==> src/rtl/csp_pkg.sv <==
/*
 Shared constants and carrier types of the codec serial port.
 Assumes one system clock that stands in for the external master clock.
*/
package csp_pkg;

    localparam int WORD_BITS     = 16;
    localparam int CTRL_COUNT    = 5;
    localparam int CTRL_BITS     = 8;
    localparam int SAMPLE_DIV    = 256;
    localparam int SYNC_STAGES   = 3;
    localparam int CTRL_FLAG_BIT = 15;
    localparam int READ_FLAG_BIT = 14;
    localparam int SEL_LSB       = 8;
    localparam int SEL_BITS      = 3;
    localparam int CNT_BITS      = 8;
    localparam int BIT_CNT_BITS  = 5;
    localparam int FIFO_DEPTH    = 16;

    localparam logic [CTRL_BITS-1:0] CTRL_RESET = 8'h00;
    localparam logic [WORD_BITS-1:0] WORD_RESET = 16'h0000;
    localparam logic [2:0]           READ_PAD   = 3'h0;

    typedef logic [CTRL_COUNT-1:0][CTRL_BITS-1:0] csp_ctrl_file_type;

    typedef enum logic [1:0] {
        TX_IDLE,
        TX_FRAME,
        TX_BITS
    } csp_tx_state_type;

    typedef enum logic {
        RX_IDLE,
        RX_RECV
    } csp_rx_state_type;

    // Pins toward the host, each with its enable
    typedef struct packed {
        logic sclk;
        logic sclk_oe;
        logic codec_tx_line;
        logic codec_tx_line_oe;
        logic tx_frame_pulse;
        logic tx_frame_pulse_oe;
    } csp_pin_out_type;

    // Pins from the host
    typedef struct packed {
        logic port_enable_pin;
        logic codec_rx_line;
        logic rx_frame_pulse;
    } csp_pin_in_type;

endpackage : csp_pkg

==> src/rtl/csp_fifo.sv <==
/*
 Word FIFO with valid and ready on both sides.
 Assumes a single clock and a synchronous active-low reset.
*/
`timescale 1ns/1ps
module csp_fifo
    import csp_pkg::*;
#(
    parameter int WIDTH = WORD_BITS,
    parameter int DEPTH = FIFO_DEPTH
) (
    input  wire logic             clk_sys,
    input  wire logic             rst_n,
    input  wire logic [WIDTH-1:0] in_data,
    input  wire logic             in_valid,
    output logic                  in_ready,
    output logic      [WIDTH-1:0] out_data,
    output logic                  out_valid,
    input  wire logic             out_ready
);
    localparam int AW = $clog2(DEPTH);

    typedef struct packed {
        logic [DEPTH-1:0][WIDTH-1:0] mem;
        logic [AW:0]                 wr_ptr;
        logic [AW:0]                 rd_ptr;
    } csp_fifo_state_type;

    csp_fifo_state_type state_reg;
    csp_fifo_state_type state_next;
    logic               full;
    logic               empty;

    // Pointers carry one extra wrap bit
    assign empty     = state_reg.wr_ptr == state_reg.rd_ptr;
    assign full      = (state_reg.wr_ptr[AW-1:0] == state_reg.rd_ptr[AW-1:0])
                       && (state_reg.wr_ptr[AW] != state_reg.rd_ptr[AW]);
    assign in_ready  = !full;
    assign out_valid = !empty;
    assign out_data  = state_reg.mem[state_reg.rd_ptr[AW-1:0]];

    always_comb begin
        state_next = state_reg;
        if (in_valid && !full) begin
            state_next.mem[state_reg.wr_ptr[AW-1:0]] = in_data;
            state_next.wr_ptr = state_reg.wr_ptr + 1'b1;
        end
        if (out_ready && !empty) begin
            state_next.rd_ptr = state_reg.rd_ptr + 1'b1;
        end
    end

    always_ff @(posedge clk_sys) begin
        if (!rst_n) begin
            state_reg <= '0;
        end else begin
            state_reg <= state_next;
        end
    end

endmodule : csp_fifo

==> src/rtl/csp_port.sv <==
/*
 Serial port of a voiceband codec: clock dividers, frame and word timing,
 control registers, sample update, port enable. Assumes clk_sys is the
 external master clock and the host follows the frame timing below.
*/
`timescale 1ns/1ps
module csp_port
    import csp_pkg::*;
#(
    parameter int MCLK_DIV = 2,
    parameter int SCLK_DIV = 4
) (
    input  wire logic                    clk_sys,
    input  wire logic                    rst_n,
    input  wire csp_pin_in_type          pins_in,
    output csp_pin_out_type              pins_out,
    input  wire logic [WORD_BITS-1:0]    adc_data,
    input  wire logic                    adc_valid,
    output logic                         adc_ready,
    output logic      [WORD_BITS-1:0]    dac_sample,
    output csp_ctrl_file_type            ctrl_regs
);
    localparam int SCLK_HALF = (MCLK_DIV * SCLK_DIV) / 2;
    localparam int FS_CYCLES = MCLK_DIV * SCLK_DIV;
    localparam logic [CNT_BITS-1:0] DIV_LAST  = CNT_BITS'(MCLK_DIV - 1);
    localparam logic [CNT_BITS-1:0] HALF_LAST = CNT_BITS'(SCLK_HALF - 1);
    localparam logic [CNT_BITS-1:0] DM_LAST   = CNT_BITS'(SAMPLE_DIV - 1);
    localparam logic [BIT_CNT_BITS-1:0] BITS_LAST =
        BIT_CNT_BITS'(WORD_BITS - 1);
    localparam logic [BIT_CNT_BITS-1:0] BITS_ALL = BIT_CNT_BITS'(WORD_BITS);

    typedef struct packed {
        logic [SYNC_STAGES-1:0]  en_sync;
        logic [SYNC_STAGES-1:0]  fs_sync;
        logic [SYNC_STAGES-1:0]  dat_sync;
        logic                    en;
        logic                    fs_in;
        logic                    dat_in;
        logic [CNT_BITS-1:0]     div_cnt;
        logic [CNT_BITS-1:0]     sclk_cnt;
        logic [CNT_BITS-1:0]     dm_cnt;
        logic                    sclk;
        csp_tx_state_type        tx_state;
        logic [BIT_CNT_BITS-1:0] tx_cnt;
        logic [WORD_BITS-1:0]    tx_shift;
        logic [WORD_BITS-1:0]    tx_word;
        logic                    tx_pend;
        logic                    fs_out;
        logic                    tx_oe;
        logic                    tx_bit;
        csp_rx_state_type        rx_state;
        logic [BIT_CNT_BITS-1:0] rx_cnt;
        logic [WORD_BITS-1:0]    rx_shift;
        logic [WORD_BITS-1:0]    dac_latest;
        logic [WORD_BITS-1:0]    dac_out;
        logic [WORD_BITS-1:0]    adc_last;
        logic                    rd_pend;
        logic [SEL_BITS-1:0]     rd_sel;
        csp_ctrl_file_type       ctrl;
    } csp_state_type;

    csp_state_type        state_reg;
    csp_state_type        state_next;
    logic                 dm_en;
    logic                 tick;
    logic                 rise;
    logic                 fall;
    logic                 fifo_valid;
    logic [WORD_BITS-1:0] fifo_data;
    logic                 fifo_pop;

    csp_fifo #(
        .WIDTH (WORD_BITS),
        .DEPTH (FIFO_DEPTH)
    ) u_fifo (
        .clk_sys   (clk_sys),
        .rst_n     (rst_n),
        .in_data   (adc_data),
        .in_valid  (adc_valid),
        .in_ready  (adc_ready),
        .out_data  (fifo_data),
        .out_valid (fifo_valid),
        .out_ready (fifo_pop)
    );

    assign dm_en = state_reg.en && (state_reg.div_cnt == DIV_LAST);
    assign tick  = dm_en && (state_reg.dm_cnt == DM_LAST);
    assign rise  = state_reg.en && (state_reg.sclk_cnt == HALF_LAST)
                   && !state_reg.sclk;
    assign fall  = state_reg.en && (state_reg.sclk_cnt == HALF_LAST)
                   && state_reg.sclk;
    assign fifo_pop = tick && !state_reg.rd_pend;

    always_comb begin
        logic [WORD_BITS-1:0] word;
        logic [SEL_BITS-1:0]  sel;
        word = WORD_RESET;
        sel  = '0;
        state_next = state_reg;
        // Three-stage synchronisers, change taken when the last two stages agree
        state_next.en_sync  = {state_reg.en_sync[1:0],
                               pins_in.port_enable_pin};
        state_next.fs_sync  = {state_reg.fs_sync[1:0],
                               pins_in.rx_frame_pulse};
        state_next.dat_sync = {state_reg.dat_sync[1:0],
                               pins_in.codec_rx_line};
        if (state_reg.en_sync[1] == state_reg.en_sync[2]) begin
            state_next.en = state_reg.en_sync[2];
        end
        if (state_reg.fs_sync[1] == state_reg.fs_sync[2]) begin
            state_next.fs_in = state_reg.fs_sync[2];
        end
        if (state_reg.dat_sync[1] == state_reg.dat_sync[2]) begin
            state_next.dat_in = state_reg.dat_sync[2];
        end

        if (!state_reg.en) begin
            // Timing restarts, registers and samples kept
            state_next.div_cnt  = '0;
            state_next.sclk_cnt = '0;
            state_next.dm_cnt   = '0;
            state_next.sclk     = 1'b0;
            state_next.tx_state = TX_IDLE;
            state_next.tx_cnt   = '0;
            state_next.tx_pend  = 1'b0;
            state_next.fs_out   = 1'b0;
            state_next.tx_oe    = 1'b0;
            state_next.tx_bit   = 1'b0;
            state_next.rx_state = RX_IDLE;
            state_next.rx_cnt   = '0;
        end else begin
            state_next.div_cnt = dm_en ? '0 : state_reg.div_cnt + 1'b1;
            if (dm_en) begin
                state_next.dm_cnt = state_reg.dm_cnt + 1'b1;
            end
            if (state_reg.sclk_cnt == HALF_LAST) begin
                state_next.sclk_cnt = '0;
                state_next.sclk     = !state_reg.sclk;
            end else begin
                state_next.sclk_cnt = state_reg.sclk_cnt + 1'b1;
            end

            // Sample exchange
            if (tick) begin
                state_next.dac_out = state_reg.dac_latest;
                state_next.tx_pend = 1'b1;
                if (state_reg.rd_pend) begin
                    state_next.rd_pend = 1'b0;
                    state_next.tx_word = {1'b1, 1'b1, READ_PAD,
                        state_reg.rd_sel, state_reg.ctrl[state_reg.rd_sel]};
                end else if (fifo_valid) begin
                    state_next.tx_word  = fifo_data;
                    state_next.adc_last = fifo_data;
                end else begin
                    state_next.tx_word = state_reg.adc_last;
                end
            end

            if (rise) begin
                case (state_reg.tx_state)
                    TX_IDLE: begin
                        if (state_reg.tx_pend) begin
                            state_next.fs_out   = 1'b1;
                            state_next.tx_pend  = 1'b0;
                            state_next.tx_state = TX_FRAME;
                        end
                    end
                    TX_FRAME: begin
                        state_next.fs_out   = 1'b0;
                        state_next.tx_oe    = 1'b1;
                        state_next.tx_bit   =
                            state_reg.tx_word[WORD_BITS-1];
                        state_next.tx_shift = {state_reg.tx_word[WORD_BITS-2:0],
                                               1'b0};
                        state_next.tx_cnt   = BIT_CNT_BITS'(1);
                        state_next.tx_state = TX_BITS;
                    end
                    TX_BITS: begin
                        if (state_reg.tx_cnt == BITS_ALL) begin
                            state_next.tx_oe    = 1'b0;
                            state_next.tx_state = TX_IDLE;
                        end else begin
                            state_next.tx_bit   =
                                state_reg.tx_shift[WORD_BITS-1];
                            state_next.tx_shift =
                                {state_reg.tx_shift[WORD_BITS-2:0], 1'b0};
                            state_next.tx_cnt   = state_reg.tx_cnt + 1'b1;
                        end
                    end
                    default: begin
                        state_next.tx_state = TX_IDLE;
                    end
                endcase
            end

            if (fall) begin
                case (state_reg.rx_state)
                    RX_IDLE: begin
                        if (state_reg.fs_in) begin
                            state_next.rx_state = RX_RECV;
                            state_next.rx_cnt   = '0;
                        end
                    end
                    RX_RECV: begin
                        word = {state_reg.rx_shift[WORD_BITS-2:0],
                                state_reg.dat_in};
                        state_next.rx_shift = word;
                        state_next.rx_cnt   = state_reg.rx_cnt + 1'b1;
                        if (state_reg.rx_cnt == BITS_LAST) begin
                            state_next.rx_state = RX_IDLE;
                            sel = word[SEL_LSB +: SEL_BITS];
                            if (!word[CTRL_FLAG_BIT]) begin
                                state_next.dac_latest = word;
                            end else if (sel < SEL_BITS'(CTRL_COUNT)) begin
                                if (word[READ_FLAG_BIT]) begin
                                    state_next.rd_pend = 1'b1;
                                    state_next.rd_sel  = sel;
                                end else begin
                                    state_next.ctrl[sel] =
                                        word[CTRL_BITS-1:0];
                                end
                            end
                        end
                    end
                    default: begin
                        state_next.rx_state = RX_IDLE;
                    end
                endcase
            end
        end
    end

    always_ff @(posedge clk_sys) begin
        if (!rst_n) begin
            state_reg          <= '0;
            state_reg.ctrl     <= {CTRL_COUNT{CTRL_RESET}};
            state_reg.tx_state <= TX_IDLE;
            state_reg.rx_state <= RX_IDLE;
        end else begin
            state_reg <= state_next;
        end
    end

    assign pins_out.sclk              = state_reg.sclk;
    assign pins_out.sclk_oe           = state_reg.en;
    assign pins_out.codec_tx_line     = state_reg.tx_bit;
    assign pins_out.codec_tx_line_oe  = state_reg.tx_oe && state_reg.en;
    assign pins_out.tx_frame_pulse    = state_reg.fs_out;
    assign pins_out.tx_frame_pulse_oe = state_reg.en;
    assign dac_sample                 = state_reg.dac_out;
    assign ctrl_regs                  = state_reg.ctrl;
endmodule : csp_port

==> config.mk <==
export PLATFORM = sky130hd
export DESIGN_NAME = csp_port
export DESIGN_NICKNAME = d
export VERILOG_FILES = /design/src/rtl/csp_pkg.sv /design/src/rtl/csp_fifo.sv /design/src/rtl/csp_port.sv
export SDC_FILE = /design/constraint.sdc
export NUM_CORES = 1
export LEC_CHECK = 0
export BUFFER_PORTS_ARGS = -buffer_cell sky130_fd_sc_hd__buf_2
export CAP_MARGIN = 10
export CORE_MARGIN = 5
export CORE_UTILIZATION = 50
export DETAILED_ROUTE_END_ITERATION = 16
export PLACE_DENSITY = 0.64
export SYNTH_ARGS = -nofsm -noshare
export SYNTH_HDL_FRONTEND = slang
export SYNTH_SLANG_ARGS = --single-unit
==> constraint.sdc <==
create_clock -name clk_sys -period 2.4 [get_ports clk_sys]
set_input_delay 0.12 -clock clk_sys [delete_from_list [all_inputs] [get_ports clk_sys]]
set_output_delay 0.12 -clock clk_sys [all_outputs]
set_load 0.05 [all_outputs]
== Word-level counts from Yosys, hierarchy flattened ==
Index checks and enable logic that the tools add are counted.

* Bitwise operators: 6
* Add/sub/neg operators: 7
* Equal/unequal tests: 17
* $lt $le $gt $ge: 7
* Mux-type cells: 36
* Reduce and logical (&&, ||, !) cells: 34

{| class="wikitable"
|+ Operator list
! operator !! number
|-
| 256-bit bitwise mux || 1
|-
| 44-bit 2-to-1 mux || 5
|-
| 16-bit binary-select mux with 4-bit select || 1
|-
| 16-bit demux with 4-bit select || 1
|-
| 16-bit 2-to-1 mux || 4
|-
| 21-bit case mux with 2 select lines || 1
|-
| 40-bit bitwise mux || 1
|-
| 40-bit 2-to-1 mux || 1
|-
| 8-bit by 1-bit adder with 8-bit output (second input constant) || 3
|-
| 8-bit binary-select mux with 3-bit select || 1
|-
| 8-bit demux with 3-bit select || 1
|-
| 21-bit 2-to-1 mux || 1
|-
| 5-bit by 1-bit adder with 5-bit output (second input constant) || 4
|-
| 3-bit AND reduction || 6
|-
| 8-bit 2-to-1 mux || 2
|-
| 7-bit AND reduction || 2
|-
| 1-bit logical AND || 12
|-
| 6-bit case mux with 2 select lines || 1
|-
| 4-bit by 5-bit less-than comparator with 1-bit output (second input constant) || 2
|-
| 8-bit by 1-bit equality test with 1-bit output (second input constant) || 1
|-
| 8-bit by 2-bit equality test with 1-bit output (second input constant) || 1
|-
| 8-bit equality test (second input constant) || 1
|-
| 3-bit by 4-bit less-than comparator with 1-bit output (second input constant) || 2
|-
| 4-bit 2-to-1 mux || 2
|-
| 26 further kinds || 50
|}

* Logic and storage cells: 156
* Input port bits: 22
* Bits in registers: 457
* Output and inout port bits: 63

== Longest topological paths before layout ==
Gate-level depths: netlist of the first run.

* Word-level depth: 11
* Depth in mapped cells: 9
* Mapped depth without buffers: 8

== Cells and area by module ==
A second synthesis of the first run with hierarchy kept.

* Cell total of the unflattened synthesis: 2,036
* Area, all modules: 20,598.5 sq um

{| class="wikitable"
|+ Modules (own cells, without submodules)
! module !! sequential area each (sq um) !! instances !! cells an instance !! area an instance (sq um)
|-
| csp_fifo || 5,325.1 || 1 || 1,111 || 12,097.9
|-
| csp_port || 3,803.6 || 1 || 925 || 8,500.7
|}

== Least setup slack after synthesis of the first run ==
Ideal clock, no wire load.

* Kind: register to register
* Start point: register state_reg[108] (netlist name)
* End point: register state_reg, in the netlist ctrl_regs[24]
* Clock period less this slack: 2.221 ns
* Required time: 2.272 ns
* Arrival time: 2.093 ns
* Stages on the path, launching flop included: 10
* Buffers on the path: 1
* Slack: 0.179 ns
* Library setup time: 0.128 ns
* Cells stage by stage: dfxtp_1 ha_1 and3_1 ha_1 and3_1 nand3b_2 or4_1 buf_4 mux2i_1 nor2_1

* Cells in the longest elaborated chain, start to end: 2

{| class="wikitable"
|+ Ends and longest elaborated chain
! what !! RTL line !! RTL
|-
| start: declaration || csp_port.sv:62 || <nowiki>csp_state_type state_reg;</nowiki>
|-
| start signal: assignment || csp_port.sv:240 || <nowiki>state_reg <= state_next;</nowiki>
|-
| 5-bit by 4-bit equality test with 1-bit output || csp_port.sv:209 || <nowiki>if (state_reg.rx_cnt == BITS_LAST) begin</nowiki>
|-
| 7-bit AND reduction (no source line) || - ||
|}

Every way passes these cells.
A chain may end at the register's enable or synchronous reset.

== Worst setup path in the final report of the first run ==
* Start point: register state_reg[108] (netlist name)
* End point: register state_reg, in the netlist ctrl_regs[19]

Same word-level chain as after synthesis.

==> tab_implementation.tex, run 1 <==
\begin{tabular}{lr}
\hline
Metric & Value \\
\hline
\multicolumn{2}{l}{\textbf{Status}} \\
\quad Result of the run & complete, no violations \\
\multicolumn{2}{l}{\textbf{Logic synthesis}} \\
\quad Netlist Area Pre-Place & just over 20000 um2 \\
\quad Synthesized net count & $\sim$2.1k \\
\quad Total number of yosys warnings & 0 \\
\quad Average size of a mapped cell & between 9 and 10 um2 \\
\quad Flop and latch count out of synthesis & roughly 460 \\
\quad Post-synth cell types & between 70 and 80 \\
\quad Post-synthesis async set-or-reset flop share & 0 \\
\quad Leading register cell type out of synthesis & dfxtp\_1 \\
\quad Count of flip-flops with a built-in enable after synthesis & 0 \\
\quad Mapped Cells & about 2.1k \\
\quad Share of synthesized area occupied by flip-flops and latches & 0.450 \\
\multicolumn{2}{l}{\textbf{Timing}} \\
\quad Rel. slew slack & 0.292 \\
\quad Upper clock frequency limit & $\sim$430 MHz \\
\quad RSZ-0062 raised after global routing & no \\
\quad Period Utilization, post-route & 0.961 \\
\quad Post-route clock skew & around 0.024 ns \\
\quad Worst slew pin tran & 1.06 ns \\
\quad Post-Route Setup TNS & 0 ns \\
\quad Final hold viol count & 0 \\
\quad Total count of max-transition violations in the final report & 0 \\
\quad \# setup viols final & 0 \\
\quad Final critical delay including setup and external delays & 2.31 ns \\
\multicolumn{2}{l}{\textbf{Floorplan}} \\
\quad Std cell rows & 73 \\
\quad Vert. Die Dim & $\sim$210 um \\
\quad DIE WIDTH & 212 um \\
\quad Number of top-level design ports & 85 \\
\quad Starting Density & 0.509 \\
\quad Die outline area & between 40000 and 50000 um2 \\
\quad Placeable core region & roughly 40000 um2 \\
\multicolumn{2}{l}{\textbf{Placement}} \\
\quad Port Buffers & between 80 and 90 \\
\quad Cell area after placement & 20900 um2 \\
\quad Weighted congestion at the end of routability-driven global placement & approximately 0.80 \\
\quad HPWL after DPL & $\sim$31000 um \\
\quad Total placed cells including tap cells & 2517 \\
\multicolumn{2}{l}{\textbf{Power and ir drop}} \\
\quad Internal portion of total power & 12.2 mW \\
\quad Psw & between 3 and 4 mW \\
\quad Combinational share of power & 0.043 \\
\quad Cell area power density & 692 nW/um2 \\
\quad Leakage power of the design & $\sim$8.2 nW \\
\quad Clock network fraction of total power & 0.468 \\
\quad Switching power as a share of total power & 0.221 \\
\quad Final Total Pwr & about 16 mW \\
\quad Worst ir drop on vdd & roughly 530 uV \\
\quad Sequential Power Share & 0.489 \\
\multicolumn{2}{l}{\textbf{Global routing}} \\
\quad Largest net degree at the start of global routing & 124 \\
\quad Overall overflow remaining after global route & 0 \\
\quad Met3 track demand over resource in global routing & 0.0296 \\
\quad Met1 Usage GRT & 0.290 \\
\quad GR Layer Usage met2 & 0.370 \\
\quad GR Util All Layers & 0.216 \\
\quad Vias in the first global route & 14.2k \\
\quad Layer carrying the most global-route usage & met2 \\
\quad Number of antenna violations at the first check in global routing & 1 \\
\quad Global-route wire length before repair & $\sim$80000 um \\
\multicolumn{2}{l}{\textbf{Detailed routing}} \\
\quad First DRT Iteration DRCs & approximately 1.1k \\
\quad Avg Vias per Cell & 5.53 \\
\quad Via count & 14.5k \\
\quad Post-detailed-routing wire length & slightly below 50000 um \\
\quad Number of remaining DRC errors & 0 \\
\quad First-pass iteration count of the detailed router & 7 \\
\quad Routed length per placed instance & around 19 um \\
\quad Final ANT Viol Nets & 0 \\
\multicolumn{2}{l}{\textbf{Clock network}} \\
\quad Maximum count of clock buffers along a single path & 3 \\
\quad Clock tree from TritonCTS & built \\
\quad Num CTS Buffers & 46 \\
\quad Sinks on the clock net & around 460 \\
\quad Insertion delay of the later-clocked pin in the worst-skew pair & approximately 0.56 ns \\
\quad Clock root buffer & clkbuf\_16 \\
\quad CTS H-tree depth & 2 \\
\quad Post-CTS repair timing setup buffer count & 0 \\
\quad Clock-pin slew on the worst setup and hold paths & 0.06 ns \\
\multicolumn{2}{l}{\textbf{Critical path}} \\
\quad Startpoint class of the critical path & register \\
\quad Setup CP Type & register to register \\
\quad WP data required & 2.83 ns \\
\quad Critical Path AT & 2.73 ns \\
\quad Sort of element at the end of the critical path & register \\
\quad Biggest fanout along the worst timing path & 8 \\
\multicolumn{2}{l}{\textbf{Final layout}} \\
\quad Layout area overhead & 11.3\% \\
\quad Max reg flops & approximately 270 \\
\quad Cell area after layout & approximately 23000 um2 \\
\quad Leading cell type in the layout, fill and taps excluded & dfxtp\_1 \\
\quad Final-layout fill cell count & 3469 \\
\quad Antenna cell count & 0 \\
\quad Fraction of layout instances using a drive strength above 1 & 0.148 \\
\quad Commonest cells after routing, fill and taps aside & dfxtp\_1, mux2i\_1, nor2\_1 \\
\quad Final standard cell utilization of the core & 0.566 \\
\quad Final Non-Filler Cells & about 2.6k \\
\quad Net total in the final layout & 2092 \\
\multicolumn{2}{l}{\textbf{Flow run}} \\
\quad Max-capacitance violation count & 0 \\
\multicolumn{2}{l}{\textbf{Min path}} \\
\quad Hold/Removal Path Class & primary input to register \\
\hline
\end{tabular}
==> critical path, cell delays in order (launching register included) <==
cell      delay (ns)
dfxtp_1         0.38
ha_1            0.20
and3_1          0.17
ha_2            0.19
and3_1          0.20
nand3b_2        0.09
buf_4           0.19
nor4_4          0.23
buf_6           0.21
mux2i_1         0.23
nor2_1          0.07
==> layer usage <==
layer  wire (um)  part of all wire  vias up
met5           0                 0        -
met1       22500              0.45     7043
met2       24100              0.49      283
met3        1900             0.038       83
met4        1090             0.022        0
li1            -                 -     7066
==> final timing paths <==
path / to / slack (ns) / cells past startpoint / startpoint
setup / recovery: ctrl_regs[19]$_SDFFE_PN0P_ / 0.09 / 10 / state_reg[108]$_SDFFE_PN0P_
hold / removal: u_fifo.state_reg[8]$_SDFFE_PN0P_ / 0.02 / 2 / rst_n
setup reg to reg: ctrl_regs[19]$_SDFFE_PN0P_ / 0.09 / 10 / state_reg[108]$_SDFFE_PN0P_
hold reg to reg: state_next[193]$_SDFF_PN0_ / 0.45 / 1 / state_next[192]$_SDFF_PN0_
==> power by group through the flow <==
stage	Combinational (mW)	Clock [mW]	Sequential [mW]
after CTS	0.674	7.47	7.65
after detailed placement	0.646	0	7.82
after global placement	0.634	0	7.82
after global routing	0.725	7.81	7.65
final	0.674	7.32	7.65
after floorplan	0.461	0	7.81
==> kinds of logic after synthesis <==
kind of cell / synth area share
AND/OR/NAND/NOR: 0.144
multiplexers: 0.232
XOR/XNOR: 0.0151
adder cells (fa/ha/maj): 0.00801
flip-flops: 0.450
buffers and inverters: 0.0678
AO/OA/AOI/OAI: 0.0834
other: 0.000185
==> cell usage after synthesis, drive strengths merged (14+ instances only) <==
cell type / number / area (um2)
dfxtp: 456 / 9130
mux2i: 391 / 3910
nor2: 354 / 1330
nand2: 156 / 593
buf: 127 / 996
clkbuf: 90 / 339
a21oi: 84 / 533
o21ai: 52 / 260
mux4: 34 / 766
o22ai: 34 / 213
nand3: 33 / 165
and3: 30 / 189
a211oi: 29 / 230
xnor2: 18 / 176
xor2: 14 / 130
==> cell type report <==
class	count	area, um2	area share
Timing Repair Buffer	175	1410	0.0622
Multi-Input combinational cell	1367	9810	0.434
Clock inverter	16	226	0.0100
Tap cell	525	657	0.0291
Inverter	11	48.8	0.00216
Sequential cell	456	9140	0.404
Clock buffer	69	1320	0.0583
==> per-stage QoR <==
| step | hold slack, ns | setup WS [ns] |
|---|---|---|
| 6_report | 0.0171 | 0.0927 |
| 3_5_place_dp | 0.334 | 0.0401 |
| 2_1_floorplan | 0.247 | 0.179 |
| 3_3_place_gp | 0.330 | 0.109 |
| 4_1_cts | 0.00168 | 0.0162 |
| 5_1_grt | 0.0371 | 0.00281 |
==> what timing repair did <==
item                                    4_1_cts  5_1_grt
resized for setup                             0        5
hold endpoints to repair                    122        0
endpoints found under the setup margin        0       17
hold buffers                                 17        0
No activity file was read; power rests on OpenSTA's default activity.
==> run 2, diff against run 1 <==
==> constraint.sdc (replaced) <==
create_clock -name clk_sys -period 2.56 [get_ports clk_sys]
set_input_delay 0.128 -clock clk_sys [delete_from_list [all_inputs] [get_ports clk_sys]]
set_output_delay 0.128 -clock clk_sys [all_outputs]
set_load 0.05 [all_outputs]
==> run 2 against run 1 <==
Wire length decreased by 0.23%. Total power decreased by 7.8%. Sequential power decreased by 6.1%. Clock skew decreased by 0.012 ns. Global-route usage increased by 0.11 points. Final cell count decreased by 0.84%. Critical path type is now register to primary output. Setup slack improved by 0.043 ns. Largest power group unchanged. Combinational power decreased by 8.8%. Critical path depth decreased by 5. First-iteration DRC count decreased by 20%. Utilization decreased by 0.59 points. Register-to-register slack improved by 0.097 ns.
==> tab_implementation.tex, run 2 (synthesis gave the netlist of run 1 again) <==
\begin{tabular}{lr}
\hline
Metric & Value \\
\hline
\multicolumn{2}{l}{\textbf{Floorplan}} \\
\quad Placeable core region & approximately 40000 um2 \\
\quad Die outline area & $\sim$45000 um2 \\
\quad Vert. Die Dim & around 210 um \\
\quad Number of top-level design ports & 85 \\
\quad Std cell rows & 73 \\
\quad DIE WIDTH & between 200 and 250 um \\
\quad Starting Density & 0.509 \\
\multicolumn{2}{l}{\textbf{Final layout}} \\
\quad Final standard cell utilization of the core & 0.560 \\
\quad Fraction of layout instances using a drive strength above 1 & 0.142 \\
\quad Net total in the final layout & roughly 2.1k \\
\quad Max reg flops & approximately 270 \\
\quad Commonest cells after routing, fill and taps aside & dfxtp\_1, mux2i\_1, nor2\_1 \\
\quad Leading cell type in the layout, fill and taps excluded & dfxtp\_1 \\
\quad Layout area overhead & 10.1\% \\
\multicolumn{2}{l}{\textbf{Detailed routing}} \\
\quad Post-detailed-routing wire length & 49500 um \\
\quad Metal2 WL & approximately 24000 um \\
\quad Highest metal layer with signal wires & met4 \\
\quad Avg Vias per Cell & 5.58 \\
\quad Routed wl met3 & about 2200 um \\
\quad Via count & between 10k and 15k \\
\quad Final ANT Viol Nets & 0 \\
\quad First DRT Iteration DRCs & approximately 900 \\
\quad First-pass iteration count of the detailed router & 5 \\
\quad Routed length per placed instance & roughly 19 um \\
\quad Number of remaining DRC errors & 0 \\
\quad Routed metal-1 wirelength & around 22000 um \\
\multicolumn{2}{l}{\textbf{Timing}} \\
\quad Post-route clock skew & 0.0121 ns \\
\quad RSZ-0062 raised after global routing & no \\
\quad Post-Route Setup TNS & 0 ns \\
\quad Period Utilization, post-route & 0.947 \\
\quad Rel. slew slack & 0.309 \\
\quad \# setup viols final & 0 \\
\quad Upper clock frequency limit & 413 MHz \\
\quad Worst slew pin tran & roughly 1.0 ns \\
\quad Total count of max-transition violations in the final report & 0 \\
\quad Final critical delay including setup and external delays & 2.42 ns \\
\quad Final hold viol count & 0 \\
\multicolumn{2}{l}{\textbf{Power and ir drop}} \\
\quad Leakage power of the design & around 8.0 nW \\
\quad Internal portion of total power & roughly 11 mW \\
\quad Switching power as a share of total power & 0.222 \\
\quad Cell area power density & around 650 nW/um2 \\
\quad Combinational share of power & 0.043 \\
\quad Clock network fraction of total power & 0.460 \\
\quad Psw & $\sim$3.2 mW \\
\quad Sequential Power Share & 0.497 \\
\quad Worst ir drop on vdd & 512 uV \\
\multicolumn{2}{l}{\textbf{Flow run}} \\
\quad Max-capacitance violation count & 0 \\
\multicolumn{2}{l}{\textbf{Clock network}} \\
\quad Clock tree from TritonCTS & built \\
\quad Maximum count of clock buffers along a single path & 3 \\
\quad CTS H-tree depth & 2 \\
\quad Clock-pin slew on the worst setup and hold paths & $\sim$0.06 ns \\
\quad Post-CTS repair timing setup buffer count & 0 \\
\quad Sinks on the clock net & approximately 460 \\
\quad Clock root buffer & clkbuf\_16 \\
\quad Insertion delay of the later-clocked pin in the worst-skew pair & between 0.5 and 0.6 ns \\
\quad Num CTS Buffers & between 40 and 50 \\
\multicolumn{2}{l}{\textbf{Critical path}} \\
\quad Startpoint class of the critical path & register \\
\quad Buffer and inverter count on the worst path & 2 \\
\quad Cell with the largest stage delay on the worst path & dfxtp\_4 \\
\quad CP max stage delay & around 0.54 ns \\
\quad Cell Chain, Critical Path & xnor2\_1, and4\_1, buf\_4, nand2\_1, buf\_2 \\
\quad Setup CP Type & register to primary output \\
\quad Top cell family by delay on the critical path & flip-flops \\
\quad Sort of element at the end of the critical path & primary output \\
\quad Critical Path AT & 2.30 ns \\
\quad Biggest fanout along the worst timing path & 17 \\
\quad WP data required & $\sim$2.4 ns \\
\multicolumn{2}{l}{\textbf{Status}} \\
\quad Result of the run & complete, no violations \\
\multicolumn{2}{l}{\textbf{Global routing}} \\
\quad Largest net degree at the start of global routing & between 100 and 150 \\
\quad Overall overflow remaining after global route & 0 \\
\quad Global-route wire length before repair & about 79000 um \\
\quad Vias in the first global route & around 14k \\
\quad Number of antenna violations at the first check in global routing & 4 \\
\quad GR Util All Layers & 0.217 \\
\multicolumn{2}{l}{\textbf{Placement}} \\
\quad Weighted congestion at the end of routability-driven global placement & between 0.7 and 0.8 \\
\quad HPWL after DPL & roughly 31000 um \\
\quad Port Buffers & between 80 and 90 \\
\multicolumn{2}{l}{\textbf{Min path}} \\
\quad Hold/Removal Path Class & primary input to register \\
\hline
\end{tabular}
[run 2: worst min-delay path, delay by kind of cell]
family                 cells  cell delay (ns)
buffers and inverters      1             0.20
multiplexers               1             0.15
AND/OR/NAND/NOR            1             0.05
[run 2: metal layers]
metal  GRT usage  vias to the layer above
li1            -                     7022
met1       0.294                     7017
met2       0.369                      346
met3      0.0286                       98
met4      0.0589                        0
met5           0                        -
[run 2: repair_timing]
item,CTS,global route
endpoints found under the hold margin,9,0
hold buffers,7,0
endpoints found under the setup margin,0,16
gates resized for setup,0,2
[run 2: power by group through the flow]
stage / Combinational, mW / Sequential, mW / Clock, mW
floorplan: 0.432 / 7.32 / 0
global placement: 0.590 / 7.33 / 0
detailed placement: 0.600 / 7.33 / 0
CTS: 0.612 / 7.17 / 6.77
global route: 0.661 / 7.18 / 7.09
finish: 0.615 / 7.18 / 6.64
[run 2: stage by stage]
stage | worst slack, ns | area, um2 | instances | power (mW) | hold WS (ns)
2_1_floorplan | 0.339 | 20300 | 2051 | 7.76 | 0.255
3_3_place_gp | 0.198 | 20800 | 2507 | 7.92 | 0.336
3_5_place_dp | 0.148 | 20800 | 2507 | 7.93 | 0.348
4_1_cts | 0.126 | 22400 | 2596 | 14.6 | 0.000121
5_1_grt | 0.00422 | 22400 | 2596 | 14.9 | 0.0273
6_report | 0.136 | 22400 | 2597 | 14.4 | 0.0194
[run 2: final timing paths]
check                                   start  slack, ns  cells past startpoint                                end
max reg2reg       state_reg[108]$_SDFFE_PN0P_       0.19                      8         ctrl_regs[28]$_SDFFE_PN0P_
max          u_fifo.state_reg[0]$_SDFFE_PN0P_       0.14                      5                          adc_ready
min                              adc_data[10]       0.02                      3  u_fifo.state_reg[20]$_SDFFE_PN0P_
min reg2reg        state_next[189]$_SDFF_PN0_       0.44                      1         state_next[190]$_SDFF_PN0_
[run 2: final cells by class]
cell class                 count  area (um2)
fill                        3497       17500
sequential                   456        9140
clock inverter                12         123
tap                          525         657
multi-input combinational   1367        9810
antenna                        1        2.50
inverter                      11        48.8
timing repair buffer         155        1220
clock buffer                  70        1370
